$ cat src/gwts_cfg.svh
`ifndef GWTS_CFG_SVH
`define GWTS_CFG_SVH
// ============================================================
// register width
`define GWTS_REG_W 16
// ============================================================
// status word bit positions
`define GWTS_USB1_FLAG_BIT 3
`define GWTS_THRMOR_FLAG_BIT 1
`define GWTS_THERMAL_ALERT_PIN_FLAG_BIT 0
// ============================================================
// enable word bit positions
`define GWTS_USB_CTL_ONE_WAKE_ENABLE_BIT 3
`define GWTS_THERMAL_POLARITY_SELECT_BIT 2
`define GWTS_THERMAL_EVENT_ENABLE_BIT 0
// ============================================================
// reset values
`define GWTS_STS_RESET 16'h0000
`define GWTS_EN_RESET 16'h0000
// ============================================================
// default width of the duty ratio code
`define GWTS_DUTY_W 3
`endif

$ cat src/gwts_pkg.sv
`default_nettype none
// ============================================================
// shared types
package gwts_pkg;
  // one 16-bit register word
  typedef logic [15:0] gwts_word_t;
  // where a power-management event is delivered
  typedef enum logic {
    gwts_route_smi,
    gwts_route_sci
  } gwts_route_t;
endpackage
`default_nettype wire

$ cat src/gwts_top.sv
`timescale 1ns/1ps
`default_nettype none
`include "gwts_cfg.svh"

module gwts_top #(
  parameter int DUTY_W = `GWTS_DUTY_W
) (
  // clock and reset
  input wire logic mclk,
  input wire logic reset_n,
  // status register access
  input wire logic sts_wr,
  input wire logic [`GWTS_REG_W-1:0] sts_wdata,
  output logic [`GWTS_REG_W-1:0] sts_rdata,
  // enable register access
  input wire logic en_wr,
  input wire logic [`GWTS_REG_W-1:0] en_wdata,
  output logic [`GWTS_REG_W-1:0] en_rdata,
  // event sources
  input wire logic usb_ctl_one_wake_req,
  input wire logic thermal_override_event,
  input wire logic thermal_alert_pin,
  // event routing and throttling
  input wire logic sci_route_sel,
  input wire logic [DUTY_W-1:0] thermal_duty_ratio,
  // event outputs
  output logic wake_event,
  output logic system_control_interrupt,
  output logic system_mgmt_interrupt,
  output logic throttle_active,
  output logic [DUTY_W-1:0] throttle_ratio
);

  // ============================================================
  // elaboration checks
  // a duty code wider than a byte is not served by the throttle hand-off
  if (DUTY_W < 1 || DUTY_W > 8) begin : g_bad_duty
    $error("gwts_top: DUTY_W must lie in 1..8");
  end
  // the wake flag, wake enable and polarity positions must land inside the word
  if (`GWTS_USB1_FLAG_BIT >= `GWTS_REG_W || `GWTS_USB_CTL_ONE_WAKE_ENABLE_BIT >= `GWTS_REG_W ||
      `GWTS_THERMAL_POLARITY_SELECT_BIT >= `GWTS_REG_W) begin : g_bad_bits
    $error("gwts_top: a bit position lies outside the register word");
  end

  // ============================================================
  // reset images
  // typed copies let each flop take its own bit by plain index
  localparam gwts_pkg::gwts_word_t STS_RST = `GWTS_STS_RESET; // status word after reset
  localparam gwts_pkg::gwts_word_t EN_RST = `GWTS_EN_RESET; // enable word after reset

  // ============================================================
  // state
  // status flags
  logic usb_ctl_one_wake_flag_ff; // wake record, bit 3
  logic thermal_override_flag_ff; // override record, bit 1
  logic thermal_input_flag_ff; // thermal pin record, bit 0
  // enable bits
  logic usb_ctl_one_wake_enable_ff; // enable bit 3
  logic thermal_polarity_select_ff; // enable bit 2
  logic thermal_event_enable_ff; // enable bit 0
  // event outputs and throttle hand-off
  logic wake_event_ff; // registered wake output
  logic sci_ff; // registered sci output
  logic smi_ff; // registered smi output
  logic throttle_active_ff; // override level seen
  logic [DUTY_W-1:0] throttle_ratio_ff; // ratio latched on override
  // next values, one per flop
  logic nxt_usb_ctl_one_wake_flag;
  logic nxt_thermal_override_flag;
  logic nxt_thermal_input_flag;
  logic nxt_usb_ctl_one_wake_enable;
  logic nxt_thermal_polarity_select;
  logic nxt_thermal_event_enable;
  logic nxt_wake_event;
  logic nxt_sci;
  logic nxt_smi;
  logic nxt_throttle_active;
  logic [DUTY_W-1:0] nxt_throttle_ratio;
  logic thermal_pin_active; // pin at selected level
  gwts_pkg::gwts_route_t route; // current delivery target

  // ============================================================
  // next-value logic
  // one pass, so set-over-clear and the outputs see the same next values
  always_comb begin
    // polarity zero means a low pin is active
    thermal_pin_active = (thermal_alert_pin == thermal_polarity_select_ff);
    // route is taken in the same cycle as the flag it delivers
    route = sci_route_sel ? gwts_pkg::gwts_route_sci : gwts_pkg::gwts_route_smi;

    // enables are plain read/write
    nxt_usb_ctl_one_wake_enable = usb_ctl_one_wake_enable_ff;
    nxt_thermal_polarity_select = thermal_polarity_select_ff;
    nxt_thermal_event_enable = thermal_event_enable_ff;
    // reserved enable bits are dropped and read back as zero
    if (en_wr) begin
      nxt_usb_ctl_one_wake_enable = en_wdata[`GWTS_USB_CTL_ONE_WAKE_ENABLE_BIT];
      nxt_thermal_polarity_select = en_wdata[`GWTS_THERMAL_POLARITY_SELECT_BIT];
      nxt_thermal_event_enable = en_wdata[`GWTS_THERMAL_EVENT_ENABLE_BIT];
    end

    // hold by default so a flag outlives its cause
    nxt_usb_ctl_one_wake_flag = usb_ctl_one_wake_flag_ff;
    nxt_thermal_override_flag = thermal_override_flag_ff;
    nxt_thermal_input_flag = thermal_input_flag_ff;
    // write-one-to-clear; zero bits leave flags alone
    if (sts_wr) begin
      if (sts_wdata[`GWTS_USB1_FLAG_BIT]) begin
        nxt_usb_ctl_one_wake_flag = 1'b0;
      end
      if (sts_wdata[`GWTS_THRMOR_FLAG_BIT]) begin
        nxt_thermal_override_flag = 1'b0;
      end
      if (sts_wdata[`GWTS_THERMAL_ALERT_PIN_FLAG_BIT]) begin
        nxt_thermal_input_flag = 1'b0;
      end
    end
    // sets come last so an event in the clear cycle is kept
    // a level source sets its flag again every cycle it stays active
    if (usb_ctl_one_wake_req) begin
      nxt_usb_ctl_one_wake_flag = 1'b1;
    end
    if (thermal_override_event) begin
      nxt_thermal_override_flag = 1'b1;
    end
    if (thermal_pin_active) begin
      nxt_thermal_input_flag = 1'b1;
    end

    // wake follows the stored flag, gated by its enable
    nxt_wake_event = nxt_usb_ctl_one_wake_flag & nxt_usb_ctl_one_wake_enable;
    // only the thermal input flag reaches sci/smi; override never does
    nxt_sci = 1'b0;
    nxt_smi = 1'b0;
    if (nxt_thermal_input_flag && nxt_thermal_event_enable) begin
      unique case (route)
        gwts_pkg::gwts_route_sci: nxt_sci = 1'b1;
        gwts_pkg::gwts_route_smi: nxt_smi = 1'b1;
      endcase
    end

    // override starts throttling at the programmed ratio
    nxt_throttle_active = thermal_override_event;
    nxt_throttle_ratio = throttle_ratio_ff;
    if (thermal_override_event) begin
      nxt_throttle_ratio = thermal_duty_ratio;
    end
  end

  // ============================================================
  // registers
  // sync reset: status and enable flops return to their images, outputs and throttle to zero, on a low edge
  always_ff @(posedge mclk) begin
    if (!reset_n) begin
      // status flags
      usb_ctl_one_wake_flag_ff <= STS_RST[`GWTS_USB1_FLAG_BIT];
      thermal_override_flag_ff <= STS_RST[`GWTS_THRMOR_FLAG_BIT];
      thermal_input_flag_ff <= STS_RST[`GWTS_THERMAL_ALERT_PIN_FLAG_BIT];
      // enable bits
      usb_ctl_one_wake_enable_ff <= EN_RST[`GWTS_USB_CTL_ONE_WAKE_ENABLE_BIT];
      thermal_polarity_select_ff <= EN_RST[`GWTS_THERMAL_POLARITY_SELECT_BIT];
      thermal_event_enable_ff <= EN_RST[`GWTS_THERMAL_EVENT_ENABLE_BIT];
      // event outputs and throttle
      wake_event_ff <= 1'b0;
      sci_ff <= 1'b0;
      smi_ff <= 1'b0;
      throttle_active_ff <= 1'b0;
      throttle_ratio_ff <= '0;
    end else begin
      // status flags
      usb_ctl_one_wake_flag_ff <= nxt_usb_ctl_one_wake_flag;
      thermal_override_flag_ff <= nxt_thermal_override_flag;
      thermal_input_flag_ff <= nxt_thermal_input_flag;
      // enable bits
      usb_ctl_one_wake_enable_ff <= nxt_usb_ctl_one_wake_enable;
      thermal_polarity_select_ff <= nxt_thermal_polarity_select;
      thermal_event_enable_ff <= nxt_thermal_event_enable;
      // event outputs and throttle
      wake_event_ff <= nxt_wake_event;
      sci_ff <= nxt_sci;
      smi_ff <= nxt_smi;
      throttle_active_ff <= nxt_throttle_active;
      throttle_ratio_ff <= nxt_throttle_ratio;
    end
  end

  // ============================================================
  // read-back; unused and reserved bits read zero
  always_comb begin
    // status word
    sts_rdata = '0;
    sts_rdata[`GWTS_USB1_FLAG_BIT] = usb_ctl_one_wake_flag_ff;
    sts_rdata[`GWTS_THRMOR_FLAG_BIT] = thermal_override_flag_ff;
    sts_rdata[`GWTS_THERMAL_ALERT_PIN_FLAG_BIT] = thermal_input_flag_ff;
    // enable word
    en_rdata = '0;
    en_rdata[`GWTS_USB_CTL_ONE_WAKE_ENABLE_BIT] = usb_ctl_one_wake_enable_ff;
    en_rdata[`GWTS_THERMAL_POLARITY_SELECT_BIT] = thermal_polarity_select_ff;
    en_rdata[`GWTS_THERMAL_EVENT_ENABLE_BIT] = thermal_event_enable_ff;
  end

  // ============================================================
  // outputs straight from flops
  // no combinational path runs from any input to these pins
  assign wake_event = wake_event_ff;
  assign system_control_interrupt = sci_ff;
  assign system_mgmt_interrupt = smi_ff;
  assign throttle_active = throttle_active_ff;
  assign throttle_ratio = throttle_ratio_ff;

endmodule
`default_nettype wire

$ cat config.mk
export PLATFORM = sky130hd
export DESIGN_NAME = gwts_top
export DESIGN_NICKNAME = d
export VERILOG_FILES = /design/src/gwts_pkg.sv /design/src/gwts_top.sv
export VERILOG_INCLUDE_DIRS = /design/src
export SDC_FILE = /design/constraint.sdc
export NUM_CORES = 1
export LEC_CHECK = 0
export CAP_MARGIN = 20
export CORE_UTILIZATION = 30
export CTS_CLUSTER_DIAMETER = 60
export DETAILED_ROUTE_END_ITERATION = 8
export DONT_BUFFER_PORTS = 1
export GPL_ROUTABILITY_DRIVEN = 0
export PLACE_DENSITY = 0.5
export SETUP_SLACK_MARGIN = 0.02
export SYNTH_ARGS = -nofsm -noshare
export SYNTH_HDL_FRONTEND = slang
export SYNTH_SLANG_ARGS = --single-unit
$ cat constraint.sdc
create_clock -name mclk -period 1.75 [get_ports mclk]
set_input_delay 0.35 -clock mclk [delete_from_list [all_inputs] [get_ports mclk]]
set_output_delay 0.35 -clock mclk [all_outputs]
set_load 0.05 [all_outputs]
==> results.json, run 1 <==
{
  "maxSlewViolCount": 0,
  "arrival_ns": 0.91,
  "async_flop_share_pct": 0,
  "grt_max_degree": 11,
  "final-hold-violation-count": 0,
  "die-area_um2": 2510,
  "ys_seq_area_share_pct": 37.5,
  "routed_wl_um": 945,
  "synth.top_cell.area_share_pct": 37.5,
  "setup_viol": 0,
  "synth_commonest_cells": "buf_4, dfxtp_1, mux2i_1, nor2_1",
  "synth_cell_types": 17,
  "grt_pass1_vias": 342,
  "track_usage_pct": 7.92,
  "min_to": "system_mgmt_interrupt",
  "postSynthCellCount": 73,
  "dp_hpwl_um": 776,
  "post-cts-setup-buffers": 0,
  "tns_ns": 0,
  "finalClockSkew_ns": 0.00877,
  "synth-seq-cells": 13,
  "syn_avg_cell_area_um2": 9.50,
  "dr_total_vias": 381,
  "grt-ovfl-total": 0,
  "crit_path_end_kind": "primary output",
  "syn_to_final_growth_pct": -8.66,
  "ant_nets": 0,
  "cts_root_buf": "clkbuf_4",
  "r2r_cells": 2,
  "clk_pin_slew_ns": 0.08,
  "core_area_um2": 2190,
  "yosys_warnings": 0,
  "num_rows": 17,
  "fin_nets": 117,
  "irDropWorstVdd_mv": 0.366,
  "synth_area_um2": 693,
  "clkLatencyLatePin_ns": 0.27,
  "antenna_found_initial": 0,
  "period_needed_ns": 1.26,
  "port_buffers": 0,
  "power_mw": 0.731,
  "power.leakage_nw": 0.312,
  "reg2reg_to": "wake_event",
  "cts_tree": "built",
  "path_class": "register to primary output",
  "ys_top_cells_by_area": "dfxtp_1, buf_4, mux2i_1, nor2_1, a21bo_2",
  "htreeDepth": 1,
  "place_area_um2": 607,
  "synth-edff-count": 0,
  "fin_ws_ns": 0.487,
  "grt_pass1_wl_um": 1410,
  "worstHoldPathType": "primary input to register",
  "die_w_um": 50.1,
  "dr.pass1.iters": 1,
  "clk_path_buf_depth": 2,
  "r2r_start": "usb_ctl_one_wake_enable_ff",
  "worstHoldStart": "sci_route_sel",
  "viasPerCell": 3.77,
  "die_y_um": 50.1,
  "powerDensity_nw_per_um2": 1150,
  "relSlewSlack_pct": 66.1,
  "worst-slew-pin-transition_ns": 0.507,
  "ios": 82,
  "yosysTopAreaCell": "dfxtp_1",
  "synthFlopType": "dfxtp_1",
  "drc": 0,
  "r2r_slack_ns": 0.62,
  "postLayoutCoreUtil_pct": 28.9,
  "crit_required_ns": 1.40,
  "stdcell_area_um2": 633,
  "post-synth-top-count-cell": "buf_4",
  "critPathMaxFanout": 2,
  "cp.depth": 0,
  "antenna_cells": 0,
  "cts.sinks": 13,
  "rsz0062_at_grt": "false",
  "post-route-period-util_pct": 72.2,
  "largest_register_ffs": 3,
  "wire_per_inst_um": 9.36,
  "whs_path_depth": 1,
  "multi_input_area_um2": 274,
  "cts_resized": 0,
  "hold_buffers": 0,
  "status": "complete, no violations",
  "dr.first_iter.drc_count": 0,
  "fmax_ghz": 0.792,
  "fillers": 240,
  "pre_cts_slack_ns": 0.631,
  "maxCapViolations": 0,
  "drive_gt1_share_pct": 15.1,
  "register_area_um2": 260,
  "numCtsBuffers": 3,
  "critPathLaunchType": "register",
  "start_util_pct": 31.6
}
cell type report:
class	instances	area share (%)
tap	28	5.53
multi-input combinational	50	43.3
timing repair buffer	4	4.74
inverter	2	1.19
sequential	13	41.1
clock buffer	4	4.15
layout by cell type (no fill, tap or decap):
cell / count
a2111oi_2: 1
a211oi_1: 2
a21bo_2: 2
a21boi_0: 1
a21oi_1: 2
and2_1: 1
buf_4: 4
clkbuf_1: 1
clkbuf_4: 3
conb_1: 26
dfxtp_1: 13
inv_1: 1
inv_2: 1
mux2i_1: 6
nand2_1: 1
nor2_1: 6
o21a_1: 1
xor2_1: 1
per-stage QoR:
step | hold slack [ns] | instances
6_report | 0.157 | 101
5_1_grt | 0.136 | 101
3_5_place_dp | 0.432 | 97
3_3_place_gp | 0.429 | 97
2_1_floorplan | 0.426 | 98
4_1_cts | 0.144 | 101
worst max-delay path by stage:
stage / from / endpoint / slack (ns)
floorplan: throttle_ratio[0] / throttle_ratio[0] / 0.80
global placement: usb_ctl_one_wake_enable_ff / wake_event / 0.62
detailed placement: usb_ctl_one_wake_enable_ff / wake_event / 0.63
CTS: throttle_ratio[0] / throttle_ratio[0] / 0.48
global route: throttle_ratio[0] / throttle_ratio[0] / 0.45
finish: throttle_ratio[2] / throttle_ratio[2] / 0.49
where the power goes:
group          total, mW  internal (mW)  switching, mW
clock              0.178         0.0880         0.0898
combinational      0.193         0.0271          0.165
sequential         0.360          0.313         0.0469
logic make-up after synthesis:
group | after synthesis | share of synthesized area (%)
AOI/OAI and AO/OA | 9 | 10.8
buffers and inverters | 35 | 36.5
other | 1 | 0.541
xor gates and xnor gates | 1 | 1.26
muxes | 6 | 8.66
DFF | 13 | 37.5
and+or+nand+nor | 8 | 4.69
worst reg2reg max path, cell delays in order, from the launching register on:
cell and delay (ns):
dfxtp_1 0.64, mux2i_1 0.19, a211oi_1 0.22
layer usage:
| layer | global-route usage [%] | routed length (um) | vias to the layer above |
|---|---|---|---|
| li1 | - | - | 180 |
| met1 | 7.04 | 325 | 168 |
| met2 | 13.1 | 472 | 31 |
| met3 | 2.78 | 125 | 2 |
| met4 | 8.57 | 21 | 0 |
| met5 | 0 | 0 | - |
(Power assumes the default switching activity.)
==> run 2: changes to the inputs <==
--- a/config.mk
+++ b/config.mk
@@ -6,13 +6,14 @@
 export SDC_FILE = /design/constraint.sdc
 export NUM_CORES = 1
 export LEC_CHECK = 0
+export ABC_AREA = 1
 export CAP_MARGIN = 20
 export CORE_UTILIZATION = 30
 export CTS_CLUSTER_DIAMETER = 60
 export DETAILED_ROUTE_END_ITERATION = 8
 export DONT_BUFFER_PORTS = 1
 export GPL_ROUTABILITY_DRIVEN = 0
-export PLACE_DENSITY = 0.5
+export PLACE_DENSITY = 0.51
 export SETUP_SLACK_MARGIN = 0.02
 export SYNTH_ARGS = -nofsm -noshare
 export SYNTH_HDL_FRONTEND = slang
==> constraint.sdc (replaced) <==
create_clock -name mclk -period 1.08 [get_ports mclk]
set_input_delay 0.216 -clock mclk [delete_from_list [all_inputs] [get_ports mclk]]
set_output_delay 0.216 -clock mclk [all_outputs]
set_load 0.05 [all_outputs]
==> results.json, run 2 <==
{
  "postSynthCellCount": 90,
  "internal_power_mw": 0.726,
  "crit_required_ns": 0.86,
  "largest_register_ffs": 3,
  "slowest_stage": "dfxtp_1",
  "fillers": 238,
  "fmax_ghz": 0.985,
  "ys_seq_area_share_pct": 38.0,
  "cts.sinks": 13,
  "synthFlopType": "dfxtp_1",
  "synth_area_um2": 684,
  "die_w_um": 49.8,
  "power.switching_mw": 0.515,
  "drive_gt1_share_pct": 18.8,
  "grt_max_degree": 10,
  "grt_use_met3_pct": 5.56,
  "start_util_pct": 33.2,
  "async_flop_share_pct": 0,
  "power.leakage_nw": 0.399,
  "register_area_um2": 263,
  "post-route-period-util_pct": 94.0,
  "arrival_ns": 0.80,
  "post-synth-top-count-cell": "buf_4",
  "yosys_warnings": 0,
  "fin_cells": 128,
  "setup_viol": 0,
  "synth_cell_types": 11,
  "final_common_cell": "conb_1",
  "clk_path_buf_depth": 2,
  "syn_to_final_growth_pct": 5.67,
  "num_rows": 16,
  "critPathMaxFanout": 2,
  "viasPerCell": 3.61,
  "irDropWorstVdd_mv": 0.414,
  "whs_ns": 0.0563,
  "dr_total_vias": 462,
  "power_frac_seq_pct": 42.5,
  "ios": 82,
  "maxCapViolations": 0,
  "powerDensity_nw_per_um2": 1720,
  "maxSlewViolCount": 0,
  "critPathBufInv": 1,
  "dpl.cell_count": 123,
  "core_area_um2": 2060,
  "wire_per_inst_um": 8.38,
  "multi_input_area_um2": 248,
  "grt-busiest-layer": "met2",
  "synth_commonest_cells": "buf_4, dfxtp_1, nand2_1",
  "cts_root_buf": "clkbuf_4",
  "comb_power_share_pct": 34.2,
  "dr.pass1.iters": 2,
  "synth-edff-count": 0,
  "grt-ovfl-total": 0,
  "track_usage_pct": 8.69,
  "cpLargestDelayFamily": "flip-flops",
  "clk_pin_slew_ns": 0.08,
  "dr.first_iter.drc_count": 3,
  "use_met2_pct": 15.5,
  "port_buffers": 0,
  "clkLatencyLatePin_ns": 0.27,
  "cts_tree": "built",
  "die_y_um": 49.8,
  "dp_hpwl_um": 903,
  "tns_ns": 0,
  "period_needed_ns": 1.01,
  "antenna_found_initial": 0,
  "ant_nets": 0,
  "finalClockSkew_ns": 0.00481,
  "worstHoldPathType": "primary input to register",
  "grt_pass1_vias": 429,
  "grt_pass1_wl_um": 1570,
  "routed_wl_um": 1070,
  "critPathLaunchType": "register",
  "syn_avg_cell_area_um2": 7.60,
  "switching_share_pct": 41.5,
  "cp_cell_sequence": "buf_4",
  "htreeDepth": 1,
  "rsz0062_at_grt": "false",
  "fin_nets": 145,
  "die-area_um2": 2480,
  "antenna_cells": 0,
  "critPathMaxStageDelay_ns": 0.34,
  "crit_path_end_kind": "primary output",
  "path_class": "register to primary output",
  "synth.top_cell.area_share_pct": 38.0,
  "status": "complete, no violations",
  "final_cell_mix": "conb_1, nand2_1, nor2_1, dfxtp_1, buf_4",
  "power_mw": 1.24,
  "p_clk_share_pct": 23.3,
  "drc": 0,
  "ys_top_cells_by_area": "dfxtp_1, buf_4, nand2_1, nor2_1, inv_1",
  "grtUsageMet1_pct": 7.30,
  "numCtsBuffers": 3,
  "yosysTopAreaCell": "dfxtp_1",
  "final-hold-violation-count": 0,
  "synth-seq-cells": 13
}
-- run 2: changes by cell type in the layout (fill, tap and decap cells not counted), moves of 2 or more --
cell      before  now
nor2_1         6   12
dfxtp_1       13   11
inv_1          1    8
a21bo_2        2    0
nand2_1        1   13
buf_6          0    4
a211oi_1       2    0
buf_4          4    9
o21ai_0        0    5
dfxtp_2        0    2
mux2i_1        6    0
-- run 2: logic make-up (layout without fill, tap and decap cells) --
family,count (synthesis),count (layout),share of synthesized area [%]
and+or+nand+nor,28,28,16.1
other,1,26,0.548
AOI/OAI and AO/OA,8,8,5.85
DFF,13,13,38.0
buffers and inverters,40,26,39.5
-- run 2: path summary, 6_finish.rpt --
path                                            startpoint                    endpoint  slack [ns]  depth (start not counted)
worst max-delay path            usb_ctl_one_wake_enable_ff                 en_rdata[3]        0.07                          1
worst min-delay path                         sci_route_sel    system_control_interrupt        0.06                          2
worst max register to register  thermal_polarity_select_ff       system_mgmt_interrupt        0.28                          6
worst min register to register  thermal_polarity_select_ff  thermal_polarity_select_ff        0.49                          2
-- run 2: metal layers --
| metal | share of wire [%] | vias up |
|---|---|---|
| met5 | 0 | - |
| met4 | 0.75 | 0 |
| met3 | 12 | 2 |
| met2 | 52 | 29 |
| met1 | 35 | 197 |
| li1 | - | 234 |
-- run 2: final cells by class --
| class | instances | share of cell area [%] |
|---|---|---|
| well taps | 27 | 4.67 |
| multi-input cells | 62 | 34.3 |
| inverters | 8 | 4.15 |
| flip-flops and latches | 13 | 36.3 |
| repair buffers | 14 | 17.0 |
| clock buffers | 4 | 3.63 |
-- run 2: worst register-to-register path, stage by stage, from the launching register on --
cell and delay, ns:
dfxtp_2 0.33, inv_1 0.06, nand2_1 0.05, nand2_1 0.08, nand2_1 0.05, nand2_1 0.07
nor2_1 0.04
-- run 2: per-stage QoR --
step	util, %	cell area [um^2]	setup slack [ns]
3_3_place_gp	32.5	669	0.298
6_report	35.1	723	0.0651
4_1_cts	33.7	696	0.0304
2_1_floorplan	-	778	0.201
5_1_grt	35.1	723	0.0251
3_5_place_dp	32.5	669	0.289
-- run 2: timing repair --
action                                  CTS  global route
endpoints found under the hold margin     0             1
hold buffers                              0             1
gates resized for setup                   0             6
setup buffers                             0             0
endpoints found under the setup margin    0             4
-- run 2: power groups by stage --
stage	registers [mW]	clock network (mW)	logic [mW]
2_1_floorplan	0.588	0	0.402
3_3_place_gp	0.536	0	0.413
3_5_place_dp	0.536	0	0.416
4_1_cts	0.525	0.303	0.416
5_1_grt	0.532	0.330	0.444
6_report	0.528	0.289	0.425
